===== config.mk =====
export PLATFORM = sky130hd
export DESIGN_NAME = sil_top
export DESIGN_NICKNAME = d
export VERILOG_FILES = /design/src/logic/sil_pkg.sv /design/src/logic/sil_top.sv /design/src/logic/sil_sticky_flag.sv /design/src/logic/sil_spi_slave.sv
export SDC_FILE = /design/constraint.sdc
export NUM_CORES = 1
export LEC_CHECK = 0
export ABC_AREA = 1
export CORE_MARGIN = 2
export CORE_UTILIZATION = 64
export CTS_BUF_LIST = sky130_fd_sc_hd__clkbuf_4
export DETAILED_ROUTE_END_ITERATION = 6
export DONT_BUFFER_PORTS = 1
export PLACE_DENSITY = 0.8
export SLEW_MARGIN = 30
export SYNTH_ARGS = -nofsm -noshare
export SYNTH_HDL_FRONTEND = slang
export SYNTH_SLANG_ARGS = --single-unit

===== constraint.sdc =====
create_clock -name ref_clk -period 1.93 [get_ports ref_clk]
set_clock_uncertainty 0.05 [all_clocks]
set_input_delay 0.0965 -clock ref_clk [delete_from_list [all_inputs] [get_ports ref_clk]]
set_output_delay 0.0965 -clock ref_clk [all_outputs]
set_load 0.02 [all_outputs]

===== src/logic/sil_pkg.sv =====
// Package of register map, field layout and reset values for the status and interrupt logic
package sil_pkg;

    // ********************************
    // Register offsets
    // ********************************
    localparam logic [6:0] SIL_ADDR_PLL_AND_INPUT_IRQ_ENABLE = 7'h68;
    localparam logic [6:0] SIL_ADDR_REF_AND_HOLDOVER_IRQ_ENABLE = 7'h69;
    localparam logic [6:0] SIL_ADDR_LATCHED_LOCK_AND_INPUT_FLAGS = 7'h6c;
    localparam logic [6:0] SIL_ADDR_LIVE_LOCK_INPUT_SELECT_STATUS = 7'h6d;
    localparam logic [6:0] SIL_ADDR_LATCHED_REF_HOLDOVER_FLAGS = 7'h6e;
    localparam logic [6:0] SIL_ADDR_LIVE_REF_HOLDOVER_CAL_STATUS = 7'h6f;

    // ********************************
    // Field positions
    // ********************************
    localparam int SIL_NUM_INPUTS = 4;
    localparam int SIL_BIT_INPUT_LSB = 0;
    localparam int SIL_BIT_VCXO_LOCK = 4;
    localparam int SIL_BIT_SYNTH_LOCK = 5;
    localparam int SIL_BIT_SELECT_LSB = 6;
    localparam int SIL_BIT_HOLDOVER = 0;
    localparam int SIL_BIT_REFERENCE = 1;
    localparam int SIL_BIT_CALIBRATION = 2;
    localparam int SIL_LOCK_GROUP_WIDTH = 6;
    localparam int SIL_REF_GROUP_WIDTH = 2;

    // ********************************
    // Reset values
    // ********************************
    localparam logic [5:0] SIL_LOCK_IRQ_EN_RESET = 6'h00;
    localparam logic [1:0] SIL_REF_IRQ_EN_RESET = 2'h0;
    localparam logic [7:0] SIL_UNMAPPED_READ = 8'h00;

    // ********************************
    // Serial frame layout
    // ********************************
    localparam logic [4:0] SIL_SPI_HEADER_BITS = 5'h08;
    localparam logic [4:0] SIL_SPI_FRAME_BITS = 5'h10;
    localparam int SIL_SPI_READ_BIT = 7;

    typedef enum logic [1:0] {
        SIL_PHASE_HEADER,
        SIL_PHASE_READ,
        SIL_PHASE_WRITE,
        SIL_PHASE_DONE
    } sil_phase_type;

endpackage


===== src/logic/sil_top.sv =====
// Status latches, interrupt enables and active-low interrupt output behind the serial port
// How it works
// Synthesizer lock-loss enable 0x68 bit 5 lets its latched flag pull interrupt low.
// VCXO lock-loss enable 0x68 bit 4 lets its latched flag pull interrupt low.
// Enables 0x68 bits 3..0 let each input's latched loss flag pull interrupt low.
// Reference enable 0x69 bit 1 interrupts on any reference change, not only loss.
// Holdover enable 0x69 bit 0 lets its latched flag pull interrupt low.
// All enables reset to zero; a disabled flag never affects the interrupt.
// Latched synthesizer flag holds loss events, reading 0 after any, else 1.
// Writing 1 clears the synthesizer latch and its pending interrupt; software acknowledges.
// Latched synthesizer flag derives from live status, readable at 0x6d.
// Two-bit field reports input in use by selection logic, codes 00 to 11.
// Latched reference flag reads 0 after loss, 1 if valid; write 1 clears.
// Latched holdover flag reads 0 after holdover entry, else 1; write 1 clears.
// Live input bits read 1 while active, feed latched flags cleared by writing 1.
// Interrupt output is inverted OR of enabled pending flags, low until all cleared.
// Live status sampled on register clock; a set beats a coincident clear.
`timescale 1ns/100ps
module sil_top
    import sil_pkg::*;
(
    input wire logic ref_clk,
    input wire logic rst,
    input wire logic spi_sclk,
    input wire logic spi_cs_n,
    input wire logic spi_sdio_in,
    output logic spi_sdio_out,
    output logic spi_sdio_oe,
    input wire logic synth_lock_loss_live_n,
    input wire logic vcxo_lock_loss_live_n,
    input wire logic [SIL_NUM_INPUTS-1:0] input_active_live,
    input wire logic [1:0] selected_input_code,
    input wire logic reference_present_live,
    input wire logic holdover_live_n,
    input wire logic synth_calibration_active,
    output logic irq_out_n
);

    // ********************************
    // Declarations
    // ********************************
    logic [6:0] reg_addr;
    logic [7:0] reg_wdata;
    logic reg_wr;
    logic [7:0] reg_rdata;
    logic [10:0] status_meta;
    logic [10:0] status_sync;
    logic synth_lock_ok;
    logic vcxo_lock_ok;
    logic [SIL_NUM_INPUTS-1:0] input_active;
    logic [1:0] selected_code;
    logic reference_present;
    logic holdover_ok;
    logic calibration_active;
    logic reference_prev;
    logic reference_change;
    logic [SIL_LOCK_GROUP_WIDTH-1:0] lock_irq_en;
    logic [SIL_REF_GROUP_WIDTH-1:0] ref_irq_en;
    logic [SIL_LOCK_GROUP_WIDTH-1:0] lock_fault;
    logic [SIL_LOCK_GROUP_WIDTH-1:0] lock_clear;
    logic [SIL_LOCK_GROUP_WIDTH-1:0] lock_pending;
    logic [SIL_REF_GROUP_WIDTH-1:0] ref_fault;
    logic [SIL_REF_GROUP_WIDTH-1:0] ref_clear;
    logic [SIL_REF_GROUP_WIDTH-1:0] ref_pending;
    logic ref_change_pending;
    logic next_irq;

    // ********************************
    // Serial port
    // ********************************
    sil_spi_slave u_spi (
        .ref_clk(ref_clk),
        .rst(rst),
        .spi_sclk(spi_sclk),
        .spi_cs_n(spi_cs_n),
        .spi_sdio_in(spi_sdio_in),
        .spi_sdio_out(spi_sdio_out),
        .spi_sdio_oe(spi_sdio_oe),
        .reg_addr(reg_addr),
        .reg_wdata(reg_wdata),
        .reg_wr(reg_wr),
        .reg_rdata(reg_rdata)
    );

    // ********************************
    // Live status synchronisers
    // ********************************
    // sample on register clock
    // Select code bits cross independently; a read during a switch may mix codes
    always_ff @(posedge ref_clk) begin
        if (rst) begin
            status_meta <= 11'h000;
            status_sync <= 11'h000;
        end else begin
            status_meta <= {synth_lock_loss_live_n, vcxo_lock_loss_live_n, input_active_live,
                selected_input_code, reference_present_live, holdover_live_n,
                synth_calibration_active};
            status_sync <= status_meta;
        end
    end

    assign synth_lock_ok = status_sync[10];
    assign vcxo_lock_ok = status_sync[9];
    assign input_active = status_sync[8:5];
    // selected input report
    assign selected_code = status_sync[4:3];
    assign reference_present = status_sync[2];
    assign holdover_ok = status_sync[1];
    assign calibration_active = status_sync[0];

    // ********************************
    // Interrupt enables
    // ********************************
    // enables reset to zero
    always_ff @(posedge ref_clk) begin
        if (rst) begin
            lock_irq_en <= SIL_LOCK_IRQ_EN_RESET;
        end else if (reg_wr && reg_addr == SIL_ADDR_PLL_AND_INPUT_IRQ_ENABLE) begin
            lock_irq_en <= reg_wdata[SIL_LOCK_GROUP_WIDTH-1:0];
        end
    end

    always_ff @(posedge ref_clk) begin
        if (rst) begin
            ref_irq_en <= SIL_REF_IRQ_EN_RESET;
        end else if (reg_wr && reg_addr == SIL_ADDR_REF_AND_HOLDOVER_IRQ_ENABLE) begin
            ref_irq_en <= reg_wdata[SIL_REF_GROUP_WIDTH-1:0];
        end
    end

    // ********************************
    // Latched flags
    // ********************************
    // latch fed from live lock status
    // input loss feeds its latch
    assign lock_fault = {~synth_lock_ok, ~vcxo_lock_ok, ~input_active};
    // write one clears latch
    assign lock_clear = (reg_wr && reg_addr == SIL_ADDR_LATCHED_LOCK_AND_INPUT_FLAGS) ?
        reg_wdata[SIL_LOCK_GROUP_WIDTH-1:0] : 6'h00;

    // hold lock-loss events
    sil_sticky_flag #(
        .WIDTH(SIL_LOCK_GROUP_WIDTH)
    ) u_lock_flags (
        .ref_clk(ref_clk),
        .rst(rst),
        .fault(lock_fault),
        .clear(lock_clear),
        .pending(lock_pending)
    );

    // reference loss latched
    // holdover entry latched
    assign ref_fault = {~reference_present, ~holdover_ok};
    assign ref_clear = (reg_wr && reg_addr == SIL_ADDR_LATCHED_REF_HOLDOVER_FLAGS) ?
        reg_wdata[SIL_REF_GROUP_WIDTH-1:0] : 2'h0;

    sil_sticky_flag #(
        .WIDTH(SIL_REF_GROUP_WIDTH)
    ) u_ref_flags (
        .ref_clk(ref_clk),
        .rst(rst),
        .fault(ref_fault),
        .clear(ref_clear),
        .pending(ref_pending)
    );

    // ********************************
    // Reference change tracking
    // ********************************
    // Recovery also counts as a change, so software learns when the reference returns
    assign reference_change = reference_present ^ reference_prev;

    always_ff @(posedge ref_clk) begin
        if (rst) begin
            reference_prev <= 1'b0;
        end else begin
            reference_prev <= reference_present;
        end
    end

    // any change is an event
    always_ff @(posedge ref_clk) begin
        if (rst) begin
            ref_change_pending <= 1'b0;
        end else if (reference_change) begin
            ref_change_pending <= 1'b1;
        end else if (ref_clear[SIL_BIT_REFERENCE]) begin
            ref_change_pending <= 1'b0;
        end
    end

    // ********************************
    // Interrupt output
    // ********************************
    // synthesizer lock source
    // VCXO lock source
    // input loss sources
    // holdover source
    // inverted OR of enabled flags
    always_comb begin
        next_irq = |(lock_irq_en & lock_pending);
        if (ref_irq_en[SIL_BIT_REFERENCE] && ref_change_pending) begin
            next_irq = 1'b1;
        end
        if (ref_irq_en[SIL_BIT_HOLDOVER] && ref_pending[SIL_BIT_HOLDOVER]) begin
            next_irq = 1'b1;
        end
    end

    always_ff @(posedge ref_clk) begin
        if (rst) begin
            irq_out_n <= 1'b1;
        end else begin
            irq_out_n <= ~next_irq;
        end
    end

    // ********************************
    // Read data
    // ********************************
    // Latches read inverted: 0 means an event was seen since the last clear
    always_comb begin
        reg_rdata = SIL_UNMAPPED_READ;
        unique case (reg_addr)
            SIL_ADDR_PLL_AND_INPUT_IRQ_ENABLE: begin
                reg_rdata = {2'h0, lock_irq_en};
            end
            SIL_ADDR_REF_AND_HOLDOVER_IRQ_ENABLE: begin
                reg_rdata = {6'h00, ref_irq_en};
            end
            SIL_ADDR_LATCHED_LOCK_AND_INPUT_FLAGS: begin
                reg_rdata = {2'h0, ~lock_pending};
            end
            SIL_ADDR_LIVE_LOCK_INPUT_SELECT_STATUS: begin
                reg_rdata = {selected_code, synth_lock_ok, vcxo_lock_ok, input_active};
            end
            SIL_ADDR_LATCHED_REF_HOLDOVER_FLAGS: begin
                reg_rdata = {6'h00, ~ref_pending};
            end
            SIL_ADDR_LIVE_REF_HOLDOVER_CAL_STATUS: begin
                reg_rdata = {5'h00, calibration_active, reference_present, holdover_ok};
            end
            default: begin
                reg_rdata = SIL_UNMAPPED_READ;
            end
        endcase
    end

endmodule


===== src/logic/sil_sticky_flag.sv =====
// Sticky event flags with write-one-to-clear, set winning over clear
`timescale 1ns/100ps
module sil_sticky_flag
    import sil_pkg::*;
#(
    parameter int WIDTH = 6
) (
    input wire logic ref_clk,
    input wire logic rst,
    input wire logic [WIDTH-1:0] fault,
    input wire logic [WIDTH-1:0] clear,
    output logic [WIDTH-1:0] pending
);

    // ********************************
    // Per-flag latch
    // ********************************
    genvar i;
    generate
        for (i = 0; i < WIDTH; i++) begin : g_flag
            // set beats clear
            always_ff @(posedge ref_clk) begin
                if (rst) begin
                    pending[i] <= 1'b0;
                end else if (fault[i]) begin
                    pending[i] <= 1'b1;
                end else if (clear[i]) begin
                    pending[i] <= 1'b0;
                end
            end
        end
    endgenerate

endmodule


===== src/logic/sil_spi_slave.sv =====
// Three-wire serial configuration port slave, oversampled on the register clock
`timescale 1ns/100ps
module sil_spi_slave
    import sil_pkg::*;
(
    input wire logic ref_clk,
    input wire logic rst,
    input wire logic spi_sclk,
    input wire logic spi_cs_n,
    input wire logic spi_sdio_in,
    output logic spi_sdio_out,
    output logic spi_sdio_oe,
    output logic [6:0] reg_addr,
    output logic [7:0] reg_wdata,
    output logic reg_wr,
    input wire logic [7:0] reg_rdata
);

    // ********************************
    // Pin synchronisers
    // ********************************
    logic [2:0] sclk_meta;
    logic [2:0] sclk_sync;
    logic sclk_prev;
    logic [4:0] bit_count;
    logic [7:0] shift_in;
    logic [7:0] shift_out;
    logic load_read;
    sil_phase_type phase;
    logic sclk_rise;
    logic sclk_fall;
    logic frame_active;

    always_ff @(posedge ref_clk) begin
        if (rst) begin
            sclk_meta <= 3'h7;
            sclk_sync <= 3'h7;
            sclk_prev <= 1'b1;
        end else begin
            sclk_meta <= {spi_sclk, spi_cs_n, spi_sdio_in};
            sclk_sync <= sclk_meta;
            sclk_prev <= sclk_sync[2];
        end
    end

    assign sclk_rise = sclk_sync[2] & ~sclk_prev;
    assign sclk_fall = ~sclk_sync[2] & sclk_prev;
    assign frame_active = ~sclk_sync[1];

    // ********************************
    // Frame sequencing
    // ********************************
    always_ff @(posedge ref_clk) begin
        if (rst) begin
            bit_count <= 5'h00;
            shift_in <= 8'h00;
            phase <= SIL_PHASE_HEADER;
            reg_addr <= 7'h00;
            reg_wdata <= 8'h00;
            reg_wr <= 1'b0;
            load_read <= 1'b0;
        end else begin
            reg_wr <= 1'b0;
            load_read <= 1'b0;
            if (!frame_active) begin
                bit_count <= 5'h00;
                phase <= SIL_PHASE_HEADER;
            end else if (sclk_rise && phase != SIL_PHASE_DONE) begin
                shift_in <= {shift_in[6:0], sclk_sync[0]};
                bit_count <= bit_count + 5'h01;
                if (bit_count == SIL_SPI_HEADER_BITS - 5'h01) begin
                    reg_addr <= {shift_in[5:0], sclk_sync[0]};
                    if (shift_in[SIL_SPI_READ_BIT - 1]) begin
                        phase <= SIL_PHASE_READ;
                        load_read <= 1'b1;
                    end else begin
                        phase <= SIL_PHASE_WRITE;
                    end
                end else if (bit_count == SIL_SPI_FRAME_BITS - 5'h01) begin
                    phase <= SIL_PHASE_DONE;
                    if (phase == SIL_PHASE_WRITE) begin
                        reg_wdata <= {shift_in[6:0], sclk_sync[0]};
                        reg_wr <= 1'b1;
                    end
                end
            end
        end
    end

    // ********************************
    // Read data return
    // ********************************
    // Data is launched on falling edges so the host samples it on the next rise
    always_ff @(posedge ref_clk) begin
        if (rst) begin
            shift_out <= 8'h00;
            spi_sdio_out <= 1'b0;
            spi_sdio_oe <= 1'b0;
        end else if (!frame_active) begin
            spi_sdio_oe <= 1'b0;
            spi_sdio_out <= 1'b0;
        end else if (load_read) begin
            shift_out <= reg_rdata;
        end else if (sclk_fall && phase == SIL_PHASE_READ) begin
            spi_sdio_out <= shift_out[7];
            shift_out <= {shift_out[6:0], 1'b0};
            spi_sdio_oe <= 1'b1;
        end else if (sclk_fall && phase == SIL_PHASE_DONE) begin
            spi_sdio_oe <= 1'b0;
        end
    end

endmodule


==> out/summary.txt <==
Tmin final -> 1821 ps
Worst EP required -> 2210 ps
sequential element share of the synthesized area -> 50.93%
total gr overflow -> 0
Async S/R FF share, synth -> 0%
Min-Delay Path Class -> in -> reg
Initial Utilization -> 66.53%
full die area -> 0.005944 mm^2
dpl ws -> 150.9 ps
worst-path fanout max -> 7
IO Pins -> 19
Num Clock Sinks -> 87
Fin. Hold Viols -> 0
DRT iter0 DRCs -> 151
Min Hold Slack -> 91.45 ps
Slew Viols, Final -> 0
worst-case clock buffer depth -> 2
cts bufs inserted -> 9
Worst VDD drop -> 0.8710 mV
DR vias/cell -> 5.285
Die Wd -> 77.10 um
reg2reg end -> u_spi.reg_wdata[2]
via count -> 2817
mean area per synthesized cell -> 7.772 um^2
largest net degree at the start of global routing -> 55
TritonRoute pass-1 iters -> 4
Yosys warning total -> 0
worst r2r src -> u_spi.bit_count[0]
core area -> 0.005140 mm^2
H-tree depth -> 3
Placer Congestion -> 0.8666
Area after DPL -> 0.003452 mm^2
vias in the first global route -> 2609
max frequency -> 549.3 MHz
global-route wire length before repair -> 11490 um
status -> finished, final reports clean
Root Driver -> clkbuf_4
P_leak -> 1.493 nW
number of setup violations in the final report -> 0
Synth Instances -> 440
Worst EP arrival -> 2100 ps
Seq. cell area -> 0.001742 mm^2
Tightest Pin Transition -> 704.0 ps
Hold Path End -> u_spi.sclk_prev
Final period util -> 94.33%
multi-input logic area -> 0.001363 mm^2
share of layout cells above drive strength 1 -> 10.58%
worst hold path depth -> 2
CTS clk-pin slew, worst paths -> 130 ps
Startpoint Class -> register
Reg2Reg Depth -> 9
hold wc startpoint -> rst
clk_lat worst skew -> 430 ps
TritonCTS clock tree -> done
Synth Flop Type -> dfxtp_1
number of synthesized flops with an enable pin -> 0
Worst slew margin -> 53.01%
Post-DP HPWL -> 4560 um
IO buf count -> 0
Final #Nets -> 476
die height -> 77.10 um
final WL -> 6698 um
mapped cell area -> 0.003420 mm^2
most common cell after layout, fill and taps aside -> dfxtp_1
Max Cap Viol -> 0
layout filler cell count -> 403
reg2reg setup slack -> 110 ps
syn nets -> 458
DR WL/cell -> 12.57 um
post-synth cell types -> 33
setup ws final -> 109.4 ps
Worst setup EP type -> register
row count -> 26
initial antenna violation count -> 0
ANT nets after route -> 0
post-route cell area -> 0.003759 mm^2
number of remaining DRC errors -> 0
# diodes -> 0
crit path kind -> reg -> reg
PwrDens -> 758.0 mW/mm^2
register bit total from synthesis -> 87
commonest cells after routing, fill and taps aside -> dfxtp_1, nand2_1, inv_1, a21oi_1, nor2_1
Layout area overhead -> 9.916%
GRT Overall Usage -> 24.03%
## through the flow
step | std cells | utilization [%] | TNS, ps | total power [mW]
after floorplan | 440 | - | 0 | 1.963
after global placement | 499 | 67.16 | 0 | 1.961
after detailed placement | 499 | 67.16 | 0 | 1.966
after CTS | 531 | 72.74 | 0 | 2.862
after global routing | 533 | 73.13 | -29.88 | 2.953
final | 533 | 73.13 | 0 | 2.849
## what timing repair did
item | CTS | global route
hold buffers | 16 | 0
gates resized for setup | 0 | 1
buffers inserted | 0 | 2
endpoints found under the setup margin | 0 | 6
hold endpoints to repair | 64 | 0
## routing by layer
layer  part of all wire [%]  track usage (%)
met5                      0                0
met3                    4.0            5.412
met4                    1.8            8.750
met1                     45            29.16
met2                     49            41.75
## registers in the layout, summed over array words and instances (netlist names), 2 cells and up
register / cells
u_spi.shift_out: 8
u_ref_flags.pending: 2
u_spi.bit_count: 5
u_lock_flags.pending: 6
ref_irq_en: 2
lock_irq_en: 6
status_meta: 11
u_spi.sclk_meta: 3
status_sync: 11
u_spi.phase: 2
u_spi.shift_in: 7
u_spi.sclk_sync: 3
u_spi.reg_addr: 7
u_spi.reg_wdata: 6
## cell usage after synthesis (3+ instances only)
master	instances	area share (%)
dfxtp_1	87	51
nand2_1	73	8.0
inv_1	59	6.5
a21oi_1	54	7.9
nor2_1	39	4.3
nand3_1	35	5.1
o21ai_0	30	4.4
clkbuf_1	8	0.88
or2_2	7	1.3
nor3_1	5	0.73
inv_2	4	0.44
nor2_2	4	0.73
o21ai_1	4	0.59
nor2_4	3	0.99
## how the worst max path moves through the flow
| stage | from | endpoint | slack [ps] |
|---|---|---|---|
| floorplan | u_spi.bit_count[0] | u_spi.reg_wdata[0] | 320 |
| global placement | u_spi.bit_count[0] | u_spi.reg_wdata[3] | 180 |
| detailed placement | u_spi.bit_count[0] | u_spi.reg_wdata[1] | 150 |
| CTS | u_spi.bit_count[0] | u_spi.reg_wdata[1] | 90 |
| global route | u_spi.bit_count[1] | u_spi.reg_wdata[2] | -20 |
| finish | u_spi.bit_count[0] | u_spi.reg_wdata[2] | 110 |
## final cells by class
cell class	count	share of cell area, %
flip-flops and latches	87	46.34
clock inverters	7	1.298
repair buffers	21	5.526
inverters	64	6.458
multi-input cells	275	36.25
clock buffers	9	1.798
well taps	70	2.330
## kinds of logic (layout without fill, tap and decap cells)
family,Yosys count,count (layout),share of synthesized area [%]
compound gates,96,96,14.71
xor+xnor,1,1,0.2562
fa+ha+maj,2,2,0.7317
buf+inv,78,101,9.367
flops,87,87,50.93
simple gates,176,176,24.00
## critical path, stage by stage (launching register included)
cell     delay, ps
dfxtp_1        390
ha_1           180
nand2_1        130
nor2_1         130
ha_1           190
nand3_1        130
nor2_4         190
nand2_1        170
nand2_1        100
a21oi_1         60
## power breakdown
group	internal [mW]	total (mW)	leakage (nW)	switching, mW
clock	0.266	0.879	0.0661	0.613
combinational	0.0518	0.112	0.717	0.0603
sequential	1.84	1.86	0.710	0.0209
(Power assumes the default switching activity.)
